$ cat src/pkg/logger_regs_pkg.sv
// Constants for the logger mission control register bank
package logger_regs_pkg;
   localparam logic [9:0] ADDR_LOW_THR = 10'h20b;
   localparam logic [9:0] ADDR_HIGH_THR = 10'h20c;
   localparam logic [9:0] ADDR_RATE = 10'h20d;
   localparam logic [9:0] ADDR_CTRL = 10'h20e;
   localparam logic [9:0] ADDR_READOUT = 10'h211;
   localparam logic [9:0] ADDR_DLY_LO = 10'h212;
   localparam logic [9:0] ADDR_DLY_HI = 10'h213;
   localparam logic [9:0] ADDR_STATUS = 10'h214;
   localparam logic [9:0] ADDR_PAGE_LO = 10'h200;
   localparam logic [9:0] ADDR_PAGE_HI = 10'h213;
   // Control fields
   localparam int CTL_OSC = 7;
   localparam int CTL_CLR = 6;
   localparam int CTL_RSVD = 5;
   localparam int CTL_EN = 4;
   localparam int CTL_WRAP = 3;
   localparam int CTL_TLS = 2;
   localparam int CTL_THS = 1;
   localparam int CTL_TAS = 0;
   // Status fields
   localparam int ST_BUSY = 7;
   localparam int ST_CLR = 6;
   localparam int ST_MIP = 5;
   localparam int ST_SIP = 4;
   localparam int ST_TLF = 2;
   localparam int ST_THF = 1;
   localparam int ST_TAF = 0;
   localparam logic [7:0] CTL_RESET = 8'h80;
   localparam logic [7:0] CTL_WMASK = 8'hdf;
   // Temperature codes
   localparam logic [7:0] TEMP_UNDER = 8'h00;
   localparam logic [7:0] TEMP_OVER = 8'hfa;
   localparam logic [7:0] TEMP_MIN_OK = 8'h01;
   localparam logic [7:0] TEMP_MAX_OK = 8'hf9;
   // Timing
   localparam int CLK_MHZ = 200;
   localparam int WAKE_MS = 250;
   localparam int CONV_MS = 875;
   localparam int WAKE_CYC = WAKE_MS * 1000 * CLK_MHZ;
   localparam int CONV_CYC = (CONV_MS - WAKE_MS) * 1000 * CLK_MHZ;
   localparam logic [5:0] SEC_LAST = 6'h3b;
endpackage : logger_regs_pkg

$ cat src/verilog/conv_timer.sv
// Wake-up and conversion phase timer for one mission sample
`timescale 1ns/1ps
`default_nettype none
module conv_timer #(
   parameter int WAKE_CYC = logger_regs_pkg::WAKE_CYC,
   parameter int CONV_CYC = logger_regs_pkg::CONV_CYC
) (
   input wire logic i_clk_sys,
   input wire logic i_rst_n,
   input wire logic i_start,
   output logic o_waking,
   output logic o_converting,
   output logic o_done
);
   typedef enum logic [2:0] {
      T_IDLE = 3'b001,
      T_WAKE = 3'b010,
      T_CONV = 3'b100
   } tphase_t;
   typedef struct packed {
      tphase_t ph;
      logic [31:0] cnt;
      logic done;
   } tstate_t;
   tstate_t s_r;
   tstate_t s_nxt;
   // Phase sequencing; done is a single-cycle pulse at conversion end
   always_comb begin
      s_nxt = s_r;
      s_nxt.done = 1'b0;
      case (s_r.ph)
         T_IDLE: begin
            if (i_start) begin
               s_nxt.ph = T_WAKE;
               s_nxt.cnt = 32'h0;
            end
         end
         T_WAKE: begin
            // Wake before conversion begins
            if (s_r.cnt >= 32'(WAKE_CYC - 1)) begin
               s_nxt.ph = T_CONV;
               s_nxt.cnt = 32'h0;
            end else begin
               s_nxt.cnt = s_r.cnt + 32'h1;
            end
         end
         T_CONV: begin
            if (s_r.cnt >= 32'(CONV_CYC - 1)) begin
               s_nxt.ph = T_IDLE;
               s_nxt.done = 1'b1;
            end else begin
               s_nxt.cnt = s_r.cnt + 32'h1;
            end
         end
         default: begin
            s_nxt.ph = T_IDLE;
         end
      endcase
   end
   // State register
   always_ff @(posedge i_clk_sys) begin
      if (!i_rst_n) begin
         s_r <= '{ph: T_IDLE, cnt: 32'h0, done: 1'b0};
      end else begin
         s_r <= s_nxt;
      end
   end
   assign o_waking = (s_r.ph == T_WAKE);
   assign o_converting = (s_r.ph == T_CONV);
   assign o_done = s_r.done;
endmodule : conv_timer
`default_nettype wire

$ cat src/verilog/logger_mission_control_regs.sv
// Mission configuration and status register bank of the logger
`timescale 1ns/1ps
`default_nettype none
module logger_mission_control_regs #(
   parameter int WAKE_CYC = logger_regs_pkg::WAKE_CYC,
   parameter int CONV_CYC = logger_regs_pkg::CONV_CYC
) (
   input wire logic i_clk_sys,
   input wire logic i_rst_n,
   // Register access from the serial transport
   input wire logic i_wr,
   input wire logic i_rd,
   input wire logic [9:0] i_addr,
   input wire logic [7:0] i_wdata,
   output logic [7:0] o_rdata,
   output logic o_rvalid,
   // Memory function command boundaries
   input wire logic i_mem_cmd,
   input wire logic i_clear_cmd,
   // Timebase from the clock block
   input wire logic i_sec_tick,
   input wire logic [5:0] i_seconds,
   input wire logic i_rtc_alarm,
   // Raw temperature from the sensor core
   input wire logic [8:0] i_raw_temp,
   input wire logic i_raw_under,
   input wire logic i_raw_over,
   input wire logic i_forced_conv,
   // To the memory and search blocks
   output logic o_osc_run_n,
   output logic o_log_wrap_enable,
   output logic o_search_match,
   output logic o_mission_start,
   output logic o_sample_tick,
   output logic [7:0] o_sample_code,
   output logic o_clear_pulse,
   output logic o_busy_conv
);
   typedef enum logic [2:0] {
      M_IDLE = 3'b001,
      M_DELAY = 3'b010,
      M_RUN = 3'b100
   } mphase_t;
   typedef struct packed {
      mphase_t ph;
      logic [7:0] low_thr;
      logic [7:0] high_thr;
      logic [7:0] rate;
      logic [7:0] ctrl;
      logic [15:0] delay;
      logic [7:0] readout;
      logic memory_cleared;
      logic mission_active;
      logic sample_active;
      logic conversion_busy_n;
      logic low_temp_flag;
      logic high_temp_flag;
      logic timer_alarm_flag;
      logic osc_second_seen;
      logic [7:0] minute_cnt;
      logic mission_conv;
      logic [7:0] rdata;
      logic rvalid;
      logic start_p;
      logic sample_p;
      logic [7:0] code;
      logic clear_p;
   } rstate_t;
   rstate_t s_r;
   rstate_t s_nxt;
   logic conv_start; // Request to the phase timer
   logic t_waking; // Wake phase of a conversion
   logic t_conv; // Measuring phase
   logic t_done; // Result ready pulse
   logic minute_edge; // Seconds rollover 59 to 00
   logic [7:0] result_code; // Clamped result
   logic page_write; // Write to the mission-ending range

   // Clamp the raw reading into the one-byte code space
   function automatic logic [7:0] clamp_code(input logic [8:0] raw, input logic under,
                                             input logic over);
      logic [7:0] c;
      c = raw[7:0];
      if (under || (raw == 9'h0)) begin
         c = logger_regs_pkg::TEMP_UNDER;
      end else if (over || (raw > {1'b0, logger_regs_pkg::TEMP_MAX_OK})) begin
         c = logger_regs_pkg::TEMP_OVER;
      end
      return c;
   endfunction : clamp_code

   assign result_code = clamp_code(i_raw_temp, i_raw_under, i_raw_over);
   assign minute_edge = i_sec_tick && (i_seconds == logger_regs_pkg::SEC_LAST);
   assign page_write = i_wr && (i_addr >= logger_regs_pkg::ADDR_PAGE_LO)
                       && (i_addr <= logger_regs_pkg::ADDR_PAGE_HI);

   conv_timer #(
      .WAKE_CYC(WAKE_CYC),
      .CONV_CYC(CONV_CYC)
   ) u_conv_timer (
      .i_clk_sys(i_clk_sys),
      .i_rst_n(i_rst_n),
      .i_start(conv_start),
      .o_waking(t_waking),
      .o_converting(t_conv),
      .o_done(t_done)
   );

   // All register and mission behaviour
   always_comb begin
      s_nxt = s_r;
      s_nxt.start_p = 1'b0;
      s_nxt.sample_p = 1'b0;
      s_nxt.clear_p = 1'b0;
      s_nxt.rvalid = 1'b0;
      conv_start = 1'b0;
      // Oscillator must run one second before a start is honoured
      if (s_r.ctrl[logger_regs_pkg::CTL_OSC]) begin
         s_nxt.osc_second_seen = 1'b0;
      end else if (i_sec_tick) begin
         s_nxt.osc_second_seen = 1'b1;
      end
      // Register writes
      if (i_wr) begin
         if (i_addr == logger_regs_pkg::ADDR_LOW_THR) begin
            s_nxt.low_thr = i_wdata;
         end else if (i_addr == logger_regs_pkg::ADDR_HIGH_THR) begin
            s_nxt.high_thr = i_wdata;
         end else if (i_addr == logger_regs_pkg::ADDR_RATE) begin
            s_nxt.rate = i_wdata;
            if ((i_wdata != 8'h00) && s_r.memory_cleared && !s_r.mission_active
                && !s_r.ctrl[logger_regs_pkg::CTL_EN] && s_r.osc_second_seen) begin
               // Start only from a cleared memory with mission enabled low
               s_nxt.ph = M_DELAY;
               s_nxt.memory_cleared = 1'b0;
               s_nxt.start_p = 1'b1;
               s_nxt.minute_cnt = 8'h00;
            end
         end else if (i_addr == logger_regs_pkg::ADDR_CTRL) begin
            s_nxt.ctrl = i_wdata & logger_regs_pkg::CTL_WMASK;
         end else if (i_addr == logger_regs_pkg::ADDR_DLY_LO) begin
            s_nxt.delay[7:0] = i_wdata;
         end else if (i_addr == logger_regs_pkg::ADDR_DLY_HI) begin
            s_nxt.delay[15:8] = i_wdata;
         end else if (i_addr == logger_regs_pkg::ADDR_STATUS) begin
            // Write-zero-only flags; a set in the same cycle wins below
            if (!i_wdata[logger_regs_pkg::ST_MIP]) begin
               s_nxt.ph = M_IDLE;
            end
            if (!i_wdata[logger_regs_pkg::ST_TLF]) begin
               s_nxt.low_temp_flag = 1'b0;
            end
            if (!i_wdata[logger_regs_pkg::ST_THF]) begin
               s_nxt.high_temp_flag = 1'b0;
            end
            if (!i_wdata[logger_regs_pkg::ST_TAF]) begin
               s_nxt.timer_alarm_flag = 1'b0;
            end
         end
         // Any write into the page ends a running mission, except on the minute edge that moves M_DELAY to M_RUN
         if (page_write && s_r.mission_active) begin
            s_nxt.ph = M_IDLE;
         end
      end
      // Memory function commands consume the arm bit
      if (i_mem_cmd) begin
         if (i_clear_cmd && s_r.ctrl[logger_regs_pkg::CTL_CLR] && !s_r.mission_active) begin
            s_nxt.rate = 8'h00;
            s_nxt.delay = 16'h0000;
            s_nxt.memory_cleared = 1'b1;
            s_nxt.clear_p = 1'b1;
         end
         s_nxt.ctrl[logger_regs_pkg::CTL_CLR] = 1'b0;
      end
      // Mission sequencing on minute boundaries
      case (s_r.ph)
         M_IDLE: begin
         end
         M_DELAY: begin
            if (minute_edge) begin
               if (s_r.delay == 16'h0000) begin
                  s_nxt.ph = M_RUN;
                  s_nxt.minute_cnt = 8'h00;
                  conv_start = !s_r.mission_conv && t_waking == 1'b0 && !t_conv;
                  s_nxt.mission_conv = conv_start;
               end else begin
                  s_nxt.delay = s_r.delay - 16'h0001;
               end
            end
         end
         M_RUN: begin
            if (minute_edge) begin
               if (s_r.minute_cnt + 8'h01 >= s_r.rate) begin
                  s_nxt.minute_cnt = 8'h00;
                  conv_start = !t_waking && !t_conv;
                  s_nxt.mission_conv = conv_start;
               end else begin
                  s_nxt.minute_cnt = s_r.minute_cnt + 8'h01;
               end
            end
         end
         default: begin
            s_nxt.ph = M_IDLE;
         end
      endcase
      if (i_forced_conv && !s_r.mission_active && !t_waking && !t_conv) begin
         conv_start = 1'b1;
         s_nxt.mission_conv = 1'b0;
      end
      s_nxt.mission_active = (s_nxt.ph != M_IDLE);
      // Conversion status bits
      s_nxt.sample_active = s_r.mission_conv && (t_waking || t_conv);
      s_nxt.conversion_busy_n = !t_conv;
      if (t_done) begin
         s_nxt.readout = result_code;
         s_nxt.conversion_busy_n = 1'b1;
         if (s_r.mission_conv) begin
            s_nxt.sample_p = 1'b1;
            s_nxt.code = result_code;
            s_nxt.mission_conv = 1'b0;
            if (result_code <= s_r.low_thr) begin
               s_nxt.low_temp_flag = 1'b1;
            end
            if (result_code >= s_r.high_thr) begin
               s_nxt.high_temp_flag = 1'b1;
            end
         end
      end
      if (i_rtc_alarm) begin
         s_nxt.timer_alarm_flag = 1'b1;
      end
      // Register reads
      if (i_rd) begin
         s_nxt.rvalid = 1'b1;
         if (i_addr == logger_regs_pkg::ADDR_LOW_THR) begin
            s_nxt.rdata = s_r.low_thr;
         end else if (i_addr == logger_regs_pkg::ADDR_HIGH_THR) begin
            s_nxt.rdata = s_r.high_thr;
         end else if (i_addr == logger_regs_pkg::ADDR_RATE) begin
            s_nxt.rdata = s_r.rate;
         end else if (i_addr == logger_regs_pkg::ADDR_CTRL) begin
            s_nxt.rdata = s_r.ctrl;
         end else if (i_addr == logger_regs_pkg::ADDR_READOUT) begin
            s_nxt.rdata = s_r.readout;
         end else if (i_addr == logger_regs_pkg::ADDR_DLY_LO) begin
            s_nxt.rdata = s_r.delay[7:0];
         end else if (i_addr == logger_regs_pkg::ADDR_DLY_HI) begin
            s_nxt.rdata = s_r.delay[15:8];
         end else if (i_addr == logger_regs_pkg::ADDR_STATUS) begin
            s_nxt.rdata = {s_r.conversion_busy_n, s_r.memory_cleared, s_r.mission_active,
                           s_r.sample_active, 1'b0, s_r.low_temp_flag,
                           s_r.high_temp_flag, s_r.timer_alarm_flag};
         end else begin
            s_nxt.rdata = 8'h00; // Unmapped reads as zero
         end
      end
   end

   // State register; control resets with the oscillator stopped
   always_ff @(posedge i_clk_sys) begin
      if (!i_rst_n) begin
         s_r <= '0;
         s_r.ph <= M_IDLE;
         s_r.ctrl <= logger_regs_pkg::CTL_RESET;
         s_r.conversion_busy_n <= 1'b1;
      end else begin
         s_r <= s_nxt;
      end
   end

   assign o_rdata = s_r.rdata;
   assign o_rvalid = s_r.rvalid;
   assign o_osc_run_n = s_r.ctrl[logger_regs_pkg::CTL_OSC];
   assign o_log_wrap_enable = s_r.ctrl[logger_regs_pkg::CTL_WRAP];
   // Conditional search answer, one term per enable bit
   assign o_search_match = (s_r.ctrl[logger_regs_pkg::CTL_TLS] && s_r.low_temp_flag)
                        || (s_r.ctrl[logger_regs_pkg::CTL_THS] && s_r.high_temp_flag)
                        || (s_r.ctrl[logger_regs_pkg::CTL_TAS] && s_r.timer_alarm_flag);
   assign o_mission_start = s_r.start_p;
   assign o_sample_tick = s_r.sample_p;
   assign o_sample_code = s_r.code;
   assign o_clear_pulse = s_r.clear_p;
   assign o_busy_conv = !s_r.conversion_busy_n;

   a_bit5_zero: assert property (@(posedge i_clk_sys) disable iff (!i_rst_n)
      s_r.ctrl[logger_regs_pkg::CTL_RSVD] == 1'b0) else $error("ctrl bit5 set");
   a_ctrl_end_mission: assert property (@(posedge i_clk_sys) disable iff (!i_rst_n)
      (i_wr && i_addr == logger_regs_pkg::ADDR_CTRL && s_r.mission_active)
      |=> !s_r.mission_active) else $error("ctrl write kept mission");
   a_start_needs_clear: assert property (@(posedge i_clk_sys) disable iff (!i_rst_n)
      $rose(s_r.mission_active) |-> $past(s_r.memory_cleared) && !s_r.memory_cleared)
      else $error("start without clear");
   a_start_needs_en: assert property (@(posedge i_clk_sys) disable iff (!i_rst_n)
      $rose(s_r.mission_active) |-> !$past(s_r.ctrl[logger_regs_pkg::CTL_EN]))
      else $error("start with enable high");
   a_arm_drops: assert property (@(posedge i_clk_sys) disable iff (!i_rst_n)
      i_mem_cmd |=> !s_r.ctrl[logger_regs_pkg::CTL_CLR]) else $error("arm kept");
   a_clear_zeroes: assert property (@(posedge i_clk_sys) disable iff (!i_rst_n)
      s_r.clear_p |-> s_r.rate == 8'h00 && s_r.memory_cleared) else $error("clear bad");
   a_alarm_sets: assert property (@(posedge i_clk_sys) disable iff (!i_rst_n)
      i_rtc_alarm |=> s_r.timer_alarm_flag) else $error("alarm lost");
   a_code_range: assert property (@(posedge i_clk_sys) disable iff (!i_rst_n)
      s_r.sample_p |-> s_r.code <= logger_regs_pkg::TEMP_OVER) else $error("code range");
   a_mip_wr_one: assert property (@(posedge i_clk_sys) disable iff (!i_rst_n)
      (!s_r.mission_active && !s_r.start_p) |=> (!s_r.mission_active || s_r.start_p))
      else $error("mission set by write");
endmodule : logger_mission_control_regs
`default_nettype wire
$ cat config.mk
export PLATFORM = sky130hd
export DESIGN_NAME = logger_mission_control_regs
export DESIGN_NICKNAME = d
export VERILOG_FILES = /design/src/pkg/logger_regs_pkg.sv /design/src/verilog/conv_timer.sv /design/src/verilog/logger_mission_control_regs.sv
export SDC_FILE = /design/constraint.sdc
export NUM_CORES = 1
export LEC_CHECK = 0
export BUFFER_PORTS_ARGS = -buffer_cell sky130_fd_sc_hd__buf_2
export CORE_MARGIN = 2
export CORE_UTILIZATION = 60
export CTS_BUF_LIST = sky130_fd_sc_hd__clkbuf_8
export CTS_CLUSTER_SIZE = 8
export DETAILED_ROUTE_END_ITERATION = 8
export PLACE_DENSITY_LB_ADDON = 0.12
export SLEW_MARGIN = 20
export SYNTH_ARGS = -nofsm -noshare
export SYNTH_HDL_FRONTEND = slang
export SYNTH_SLANG_ARGS = --single-unit
$ cat constraint.sdc
create_clock -name i_clk_sys -period 9.1 [get_ports i_clk_sys]
set_input_delay 0.91 -clock i_clk_sys [delete_from_list [all_inputs] [get_ports i_clk_sys]]
set_output_delay 0.91 -clock i_clk_sys [all_outputs]
set_load 0.005 [all_outputs]
Word level (Yosys, flattened, before mapping)

Cells that the tools add are included.

Register bits: 131
Input port bits: 44
Word-level logic and storage cells: 220

$add $sub $neg: 3
Order comparisons: 8
Eq/ne operators: 27
Multiplexer cells: 97
Bitwise gates (word level): 6
Reduce and logical (&&, ||, !) cells: 52

Operators by type and width:

| operator                                                                | number |
|---|---|
| 8-bit 2-to-1 mux                                                        | 25 |
| 16-bit 2-to-1 mux                                                       | 6 |
| 32-bit 2-to-1 mux                                                       | 3 |
| 32-bit one-hot mux with 3 select lines                                  | 1 |
| 10-bit == test, second input constant                                   | 8 |
| 3-bit 2-to-1 mux                                                        | 22 |
| 51-bit 2-to-1 mux                                                       | 1 |
| 40-bit 2-to-1 mux                                                       | 1 |
| 9-bit 2-to-1 mux                                                        | 4 |
| 35-bit 2-to-1 mux                                                       | 1 |
| 32-bit by 1-bit adder with 32-bit output, second input constant         | 1 |
| 32-bit by 26-bit >= comparator with 1-bit output, second input constant | 1 |
| 32-bit by 27-bit >= comparator with 1-bit output, second input constant | 1 |
| 1-bit 2-to-1 mux                                                        | 26 |
| 24-bit 2-to-1 mux                                                       | 1 |
| 1-bit logical AND                                                       | 20 |
| 9-bit one-hot mux with 2 select lines                                   | 1 |
| 8-bit >= comparator                                                     | 2 |
| 16-bit logical NOT                                                      | 1 |
| 2-bit inequality test, second input constant                            | 8 |
| 16-bit by 1-bit subtractor with 16-bit output, second input constant    | 1 |
| 10-bit >= comparator, second input constant                             | 1 |
| 10-bit <= comparator, second input constant                             | 1 |
| 2-bit AND reduction                                                     | 5 |
| other kinds (25)                                                        | 51 |

Longest topological paths before layout

Gate-level depths: netlist of the first run.

Depth in word-level cells: 16
Mapped depth: 14
Gate-level depth less buffers: 13

Hierarchy

A second synthesis of the first run with hierarchy kept.

Cell total of the unflattened synthesis: 992
Area, all modules: 7,851.3 um2

By module, submodules not included:

| module                      | times used | cells each | area an instance (um2) | sequential area each (um2) |
|---|---|---|---|---|
| logger_mission_control_regs | 1          | 730        | 5,719.2                | 1,901.8 |
| conv_timer                  | 1          | 262        | 2,132.0                | 720.7 |

Worst setup path after synthesis of the first run

OpenSTA, ideal clock, no wires.

Kind: input-to-reg
Start point: in i_raw_temp[8]
End point: reg s_r[31] (netlist bit)
Setup time: 126 ps
Arrival: 3,001 ps
Required time: 8,974 ps
Setup slack: 5,974 ps
Cell stages on the path: 14
Buffers on the path: 1
Path through: or2_2 > clkbuf_1 > o21bai_1 > inv_1 > and3_1 > inv_1 > ha_1 > nand2b_1 > a21o_1 > a21o_1 > a21oi_1 > o21ai_0 > a211oi_1 > o21ai_0

Longest elaborated chain between the ends: 8
Elaborated cells between the ends (all ways): 10
Classes of those cells: order compare (2); mux (5); reduce/logical (3)

Ends and longest elaborated chain:

| item                                                     | line                               | RTL |
|---|---|---|
| from (decl)                                              | logger_mission_control_regs.sv:25  | `input wire logic [8:0] i_raw_temp,` |
| 9-bit by 8-bit greater-than comparator with 1-bit output | logger_mission_control_regs.sv:86  | `end else if (over \|\| (raw > {1'b0, logger_regs_pkg::TEMP_MAX_OK})) begin` |
| 1-bit logical OR                                         | logger_mission_control_regs.sv:86  |  |
| 8-bit 2-to-1 mux                                         | logger_mission_control_regs.sv:86  |  |
| 8-bit 2-to-1 mux (*)                                     | logger_mission_control_regs.sv:84  | `if (under \|\| (raw == 9'h0)) begin` |
| 8-bit >= comparator (*)                                  | logger_mission_control_regs.sv:224 | `if (result_code >= s_r.high_thr) begin` |
| 1-bit 2-to-1 mux (*)                                     | logger_mission_control_regs.sv:224 |  |
| 2-bit 2-to-1 mux (*)                                     | logger_mission_control_regs.sv:217 | `if (s_r.mission_conv) begin` |
| 2-bit 2-to-1 mux (*)                                     | logger_mission_control_regs.sv:214 | `if (t_done) begin` |
| to (signal assigned)                                     | logger_mission_control_regs.sv:267 | `s_r <= s_nxt;` |
| to (decl)                                                | logger_mission_control_regs.sv:69  | `rstate_t s_r;` |

Mark *: on every way between the ends. The rest lies on a longest branch, timed or not.
A chain may end at the register's enable or synchronous reset.

Final worst setup path of the first run

Start point: in i_seconds[2]
End point: reg u_conv_timer.s_r[11] (netlist bit)

Longest elaborated chain between the ends: 7
Elaborated cells between the ends (all ways): 8
Classes of those cells: eq/ne (2); mux (4); reduce/logical (2)

Ends and longest elaborated chain:

| item                                       | line                                                                   | RTL |
|---|---|---|
| from (decl)                                | logger_mission_control_regs.sv:22                                      | `input wire logic [5:0] i_seconds,` |
| 6-bit == test (*)                          | logger_mission_control_regs.sv:93                                      | `assign minute_edge = i_sec_tick && (i_seconds == logger_regs_pkg::SEC_LAST);` |
| 1-bit logical AND (*)                      | logger_mission_control_regs.sv:93                                      |  |
| 1-bit 2-to-1 mux (on tied branches)        | logger_mission_control_regs.sv:192, logger_mission_control_regs.sv:180 |  |
| 1-bit one-hot mux with 2 select lines (*)  | logger_mission_control_regs.sv:176                                     | `case (s_r.ph)` |
| 1-bit 2-to-1 mux (*)                       | logger_mission_control_regs.sv:206                                     | `if (i_forced_conv && !s_r.mission_active && !t_waking && !t_conv) begin` |
| 2-bit inequality test (no source line) (*) | -                                                                      |  |
| 3-bit AND reduction (no source line) (*)   | -                                                                      |  |
| to (signal assigned)                       | conv_timer.sv:63                                                       | `s_r <= '{ph: T_IDLE, cnt: 32'h0, done: 1'b0};` |
| to (signal assigned)                       | conv_timer.sv:65                                                       | `s_r <= s_nxt;` |
| to (decl)                                  | conv_timer.sv:25                                                       | `tstate_t s_r;` |

Marked as above.

==> metrics.md, run 1 <==
| Metric | Value |
|---|---|
| Total GRT Usage | `0.3168` |
| Die Ht | `116.1 µm` |
| Final Critical Period | `3.787 ns` |
| Min-delay src | `o_sample_code[7]` |
| Hold-critical path depth | `2` |
| CP top delay family | `simple AND/OR/NAND/NOR gates` |
| Top area cells in the synthesized netlist | `dfxtp_1, mux2i_1, nor2_1` |
| Synth top area share | `0.3478` |
| Fin. Hold Viols | `0` |
| Syn_nets | `1008` |
| Outcome | `finished, final reports clean` |
| Diodes inserted | `0` |
| Proportion of layout cells with a drive suffix above 1 | `0.1280` |
| Initial antenna violation count | `0` |
| Detail Route Antenna Nets | `0` |
| Max-Cap Viols | `0` |
| Total number of yosys warnings | `0` |
| CP Capture Type | `flip-flop` |
| HP Class | `reg2reg` |
| PD cells | `164.1 mW/mm²` |
| Worst-skew pair later-pin latency | `0.46 ns` |
| Worst Reg-to-Reg Cells | `12` |
| Crit path kind | `in2reg` |
| Slew margin rel. | `0.2980` |
| Peak VDD IR | `0.1919 mV` |
| Final cell utilization of the core | `0.6820` |
| Number of port buffers | `67` |
| Cells after Synth | `937` |
| Io pins | `68` |
| Total Nets Final | `1042` |
| Residual overflow from global routing | `0` |
| Internal Power | `0.0009716 W` |
| Post-placement cell count | `1120` |
| H-tree Lvls | `4` |
| Row cnt | `40` |
| Core area | `0.01216 mm²` |
| Die W | `116.1 µm` |
| Hold_ws | `0.4532 ns` |
| Max Buffers Root-to-Sink | `2` |
| Switching share of power | `0.2863` |
| DIE AREA | `0.01348 mm²` |
| Worst R2R Start | `s_r[23]` |
| Sequential Power Share | `0.434` |
| Synth Cell Area | `0.007540 mm²` |
| Share of flip-flops with an asynchronous set or reset | `0` |
| Gate power share | `0.148` |
| Drt pass-1 iters | `6` |
| Worst-Margin Slew | `1.043 ns` |
| R2R setup slack | `5.36 ns` |
| # clock sinks | `131` |
| Worst EP required | `9.45 ns` |
| Ys flop type | `dfxtp_1` |
| Number of enable flip-flop cells after synthesis | `0` |
| Dpl hpwl | `14.77 mm` |
| Stages on worst setup path | `8` |
| RSZ-0062 raised after global routing | `no` |
| # Post-CTS Setup Buffers | `0` |
| Hold Path Sink | `o_sample_code[7]` |
| Slowest stage delay, CP | `0.91 ns` |
| Routed length per instance | `17.93 µm` |
| Filler cells | `1079` |
| Synth cell types | `73` |
| NetSw | `0.0003897 W` |
| First-pass GRT wire length | `32.83 mm` |
| Leakage | `3.109 nW` |
| Setup violators final | `0` |
| Critical path cell sequence | `buf_2, nand4b_1, nor4_1, nand4_1, o2bb2ai_2, o41ai_4, buf_4, nor2_1` |
| Clk slew on worst S/H paths | `0.08 ns` |
| Syn Area/Cell | `8.047 µm²` |
| Vias in the first global route | `6219` |
| Crit path buf inv count | `2` |
| # hold bufs at CTS | `0` |
| Non-Filler Instances | `1152` |
| Root buf cell | `clkbuf_8` |
| WP data arrival | `4.14 ns` |
| Vias/cell | `6.145` |
| Inserted Clock Buffers | `17` |
| Clk_skew | `0.007959 ns` |
| Post-synth top cells | `dfxtp_1, nor2_1, a21oi_1` |
| Starting density of the core | `0.6200` |
| Reg2Reg Capture Point | `u_conv_timer.s_r[11]` |
| Startpoint types | `primary input` |
| Slowest cell on crit path | `nor4_1` |
| DRC viols | `0` |
| TritonCTS clock tree | `yes` |
| Fmax | `0.2640 GHz` |
| Vias after detailed routing | `7079` |
| Slew Limit Fails | `0` |
| Clock share of power | `0.418` |
| Final worst path period share | `0.4162` |
| Most frequent cell after synthesis | `dfxtp_1` |
| Seq/Total Area, Yosys | `0.3478` |
| Post_cts resized | `0` |
| Cell taking the most area after synthesis | `dfxtp_1` |
| Setup tns final | `0 ns` |
| Yosys reg bits | `131` |
| Area delta synth->final | `10.01%` |
| First DRT Iteration DRCs | `928` |
| Post-Route WL | `20.65 mm` |
| Final GP Congestion | `0.9541` |
| Pin count of the biggest net entering global routing | `52` |
| Crit path max fanout | `19` |
## metal layers
layer / global-route usage / share of wire
met5: 0 / 0
met4: 0.07540 / 0.015
met3: 0.07836 / 0.082
met2: 0.4741 / 0.43
met1: 0.4618 / 0.47
## power groups by stage
stage / registers [W] / clock network [W] / logic (W)
2_1_floorplan: 0.000602 / 0 / 0.000147
3_3_place_gp: 0.000604 / 0 / 0.000195
3_5_place_dp: 0.000604 / 0 / 0.000198
4_1_cts: 0.000591 / 0.000573 / 0.000199
5_1_grt: 0.000592 / 0.000600 / 0.000221
6_report: 0.000591 / 0.000569 / 0.000201
## worst register-to-register path: cells and delay by family, from the launching register on
family                     cells  cell delay (ns)
and+or+nand+nor                6             0.98
DFF                            1             0.44
AOI/OAI and AO/OA              3             1.46
adders and majority gates      1             0.30
buffers and inverters          1             0.36
xor gates and xnor gates       1             0.10
## area by class of cell
type / count / area (µm²) / area share
clock buffer: 18 / 247.7 / 0.02987
clock inverter: 14 / 209.0 / 0.02519
inverter: 44 / 165.2 / 0.01991
multi-input combinational: 705 / 4467 / 0.5385
sequential: 131 / 2623 / 0.3162
tap: 168 / 210.2 / 0.02534
timing repair buffer: 72 / 372.9 / 0.04495
## placed cells by master, fill, tap and decap left out, drive strengths merged, types with 6 or more instances in the layout
cell	n
nand4	11
xor2	7
nand2b	8
o31ai	7
and2	7
nor3	39
buf	72
o21a	13
nor4	12
mux2i	49
nor2b	10
nand2	53
nand3	41
ha	27
and4	7
o21ai	54
nor2	130
and3	22
clkbuf	18
a31oi	10
or3	6
dfxtp	131
a22oi	11
a211oi	8
inv	45
xnor2	24
nor4b	6
nor3b	6
a21oi	67
## how the worst max path moves through the flow
stage	from	end	slack (ns)
after floorplan	i_raw_temp[8]	s_r[31]	5.97
after global placement	i_seconds[2]	u_conv_timer.s_r[15]	4.94
after detailed placement	i_seconds[2]	u_conv_timer.s_r[11]	4.84
after CTS	i_seconds[2]	u_conv_timer.s_r[5]	5.31
after global routing	s_r[23]	u_conv_timer.s_r[4]	4.99
final	i_seconds[2]	u_conv_timer.s_r[11]	5.31
## registers in the layout, summed over array words and instances (netlist names)
register             flops
o_clear_pulse            1
o_rdata                  8
o_sample_tick            1
u_conv_timer.s_r        35
o_osc_run_n              1
o_rvalid                 1
u_conv_timer.o_done      1
s_r                     73
o_sample_code            8
o_mission_start          1
o_log_wrap_enable        1
## cells by family after synthesis
logic type | Yosys count | synth area share
and+or+nand+nor | 380 | 0.2600
muxes | 51 | 0.06804
DFF | 131 | 0.3478
AOI/OAI and AO/OA | 216 | 0.1835
adders and majority gates | 27 | 0.04481
xor gates and xnor gates | 31 | 0.03601
buffers and inverters | 101 | 0.05974
## stage by stage
step | total power (W) | cell area (µm²) | worst slack (ns)
floorplan | 0.0007489 | 7540 | 5.974
global placement | 0.0007996 | 7838 | 4.938
detailed placement | 0.0008029 | 7838 | 4.838
CTS | 0.001363 | 8294 | 5.312
global route | 0.001413 | 8294 | 4.992
finish | 0.001361 | 8294 | 5.313
No activity file was read; power rests on OpenSTA's default activity.
==> run 2: changes to the inputs <==
CORE_UTILIZATION = 56   (was 60)
clock period = 3.4 ns   (was 9.1 ns; I/O delays follow)
==> metrics.md, run 2 (synthesized netlist as in run 1, its figures left out) <==
| Metric | Value |
|---|---|
| WP data arrival | `3.46 ns (was 4.14 ns)` |
| Number of port buffers | `67 (unchanged)` |
| Worst EP required | `3.74 ns (was 9.45 ns)` |
| Drt pass-1 iters | `5 (was 6)` |
| Max FFs per register | `73 (unchanged)` |
| Startpoint types | `flip-flop (was primary input)` |
| Crit path max fanout | `19 (unchanged)` |
| DIE AREA | `0.01441 mm² (was 0.01348 mm²)` |
| Dpl hpwl | `14.84 mm (was 14.77 mm)` |
| Row cnt | `42 (was 40)` |
| Slowest stage delay, CP | `0.44 ns (was 0.91 ns)` |
| Non-Filler Instances | `1174 (was 1152)` |
| Crit path kind | `reg2reg (was in2reg)` |
| Most frequent cells in the layout | `dfxtp_1, nor2_1, a21oi_1, buf_2, o21ai_0 (unchanged)` |
| Post-placement cell count | `1145 (was 1120)` |
| Leakage | `3.195 nW (was 3.109 nW)` |
| TritonCTS clock tree | `yes (unchanged)` |
| Critical path cell sequence | `and3_1, nand3_1, nor2_1, xor2_1, ha_1, nand2_1, o21a_1, o2111ai_1, o2bb2ai_2, buf_4, o41ai_4, buf_4, nor2_1 (was buf_2, nand4b_1, nor4_1, nand4_1, o2bb2ai_2, o41ai_4, buf_4, nor2_1)` |
| Final worst path period share | `0.9171` |
| Inserted Clock Buffers | `17 (unchanged)` |
| Routed length per instance | `17.72 µm (was 17.93 µm)` |
| CP Capture Type | `flip-flop (unchanged)` |
| CP top delay family | `compound AO/OA/AOI/OAI gates (was simple AND/OR/NAND/NOR gates)` |
| Residual overflow from global routing | `0 (unchanged)` |
| Clk_skew | `0.009568 ns (was 0.007959 ns)` |
| H-tree Lvls | `4 (unchanged)` |
| Total GRT Usage | `0.2949 (was 0.3168)` |
| Root buf cell | `clkbuf_8 (unchanged)` |
| Proportion of layout cells with a drive suffix above 1 | `0.1383 (was 0.1280)` |
| Peak VDD IR | `0.2637 mV (was 0.1919 mV)` |
| Worst-Margin Slew | `0.9811 ns (was 1.043 ns)` |
| Top Registers | `s_r (73), u_conv_timer.s_r (35) (unchanged)` |
| # Post-CTS Setup Buffers | `0 (unchanged)` |
| Vias after detailed routing | `7116 (was 7079)` |
| # hold bufs at CTS | `0 (unchanged)` |
| Total Nets Final | `1059 (was 1042)` |
| Final GP Congestion | `0.9237 (was 0.9541)` |
| Final Critical Period | `3.118 ns` |
| Fin. Hold Viols | `0 (unchanged)` |
| Slowest cell on crit path | `dfxtp_1 (was nor4_1)` |
| Core area | `0.01319 mm² (was 0.01216 mm²)` |
| Setup tns final | `0 ns (unchanged)` |
| Slew margin rel. | `0.3450 (was 0.2980)` |
| Outcome | `finished, final reports clean (unchanged)` |
| First DRT Iteration DRCs | `661 (was 928)` |
| Diodes inserted | `0 (unchanged)` |
| Detail Route Antenna Nets | `0 (unchanged)` |
| Initial antenna violation count | `0 (unchanged)` |
| Die W | `120.0 µm (was 116.1 µm)` |
| First-pass GRT wire length | `33.46 mm (was 32.83 mm)` |
| PD cells | `419.5 mW/mm² (was 164.1 mW/mm²)` |
| # clock sinks | `131 (unchanged)` |
| Largest register by flop count | `s_r (unchanged)` |
| Worst-skew pair later-pin latency | `0.45 ns (was 0.46 ns)` |
| Crit path buf inv count | `2 (unchanged)` |
| Filler cells | `1230 (was 1079)` |
| Setup violators final | `0 (unchanged)` |
| DRC viols | `0 (unchanged)` |
| Max-Cap Viols | `0 (unchanged)` |
| Starting density of the core | `0.5716 (was 0.6200)` |
| HP Class | `in2reg (was reg2reg)` |
| RSZ-0062 raised after global routing | `no (unchanged)` |
| Slew Limit Fails | `0 (unchanged)` |
| Area delta synth->final | `11.15% (was 10.01%)` |
| Clk slew on worst S/H paths | `0.07 ns (was 0.08 ns)` |
| Die Ht | `120.0 µm (was 116.1 µm)` |
| Vias in the first global route | `6414 (was 6219)` |
| Pin count of the biggest net entering global routing | `52 (unchanged)` |
| Post-Route WL | `20.81 mm (was 20.65 mm)` |
| Most common cell after layout, fill and taps aside | `dfxtp_1 (unchanged)` |
| Io pins | `68 (unchanged)` |
| Max Buffers Root-to-Sink | `2 (unchanged)` |
| Vias/cell | `6.061 (was 6.145)` |
| Fmax | `0.3207 GHz` |
## run 2: cell count changes in the layout (fill, tap and decap cells not counted)
cell	previous run	this run
inv_1	43	46
inv_6	1	0
clkbuf_8	18	21
nor3_1	37	36
bufinv_16	5	3
clkinvlp_4	4	0
nor3_2	2	3
buf_4	5	22
clkinv_2	4	2
## run 2: area by class of cell
cell class                      instances  area [µm²]  area share
Multi-Input combinational cell        705        4472      0.5336
Clock buffer                           21       289.0     0.03449
Sequential cell                       131        2623      0.3129
Tap cell                              176       220.2     0.02628
Timing Repair Buffer                   89       500.5     0.05972
Clock inverter                          8       111.4     0.01329
Inverter                               44       165.2     0.01971
## run 2: worst reg2reg max path, cell delays in order (launching register included)
cell and delay, ns:
dfxtp_1 0.44, and3_1 0.21, nand3_1 0.16, nor2_1 0.17, xor2_1 0.10, ha_1 0.30, nand2_1 0.07, o21a_1 0.20
o2111ai_1 0.30, o2bb2ai_2 0.10, buf_4 0.21, o41ai_4 0.39, buf_4 0.28, nor2_1 0.08
## run 2: what timing repair did
item | 4_1_cts | 5_1_grt
setup endpoints to repair | 0 | 2
gates resized for setup | 0 | 1
hold endpoints to repair | 0 | 0
## run 2: worst paths after layout
kind,startpoint,end,slack [ns],cells after the start
worst min register to register,o_sample_code[1],o_sample_code[1],0.45,2
worst max-delay path,s_r[23],u_conv_timer.s_r[21],0.28,13
worst max register to register,s_r[23],u_conv_timer.s_r[21],0.28,13
worst min-delay path,i_mem_cmd,s_r[67],0.07,2
## run 2: metrics by stage
step / setup slack [ns] / total power, W / hold WS, ns / instance area (µm²) / util
3_5_place_dp: 0.2619 / 0.002174 / 0.4444 / 7975 / 0.6046
5_1_grt: 0.02345 / 0.003661 / 0.07430 / 8381 / 0.6354
2_1_floorplan: 0.5411 / 0.002004 / 0.4193 / 7540 / -
3_3_place_gp: 0.3329 / 0.002176 / 0.4425 / 7975 / 0.6046
4_1_cts: 0.2520 / 0.003523 / 0.06678 / 8376 / 0.6350
6_report: 0.2818 / 0.003515 / 0.07434 / 8381 / 0.6354
## run 2: layer usage
| metal | GRT usage | vias to the layer above | share of wire |
|---|---|---|---|
| li1 | - | 3481 | - |
| met1 | 0.4124 | 3285 | 0.45 |
| met2 | 0.4531 | 309 | 0.44 |
| met3 | 0.06369 | 41 | 0.082 |
| met4 | 0.09412 | 0 | 0.024 |
| met5 | 0 | - | 0 |
## run 2: power by group
group,switching [W],internal [W]
clock,0.000584,0.000781
sequential,0.0000296,0.00155
combinational,0.000386,0.000181
total,0.00100,0.00252
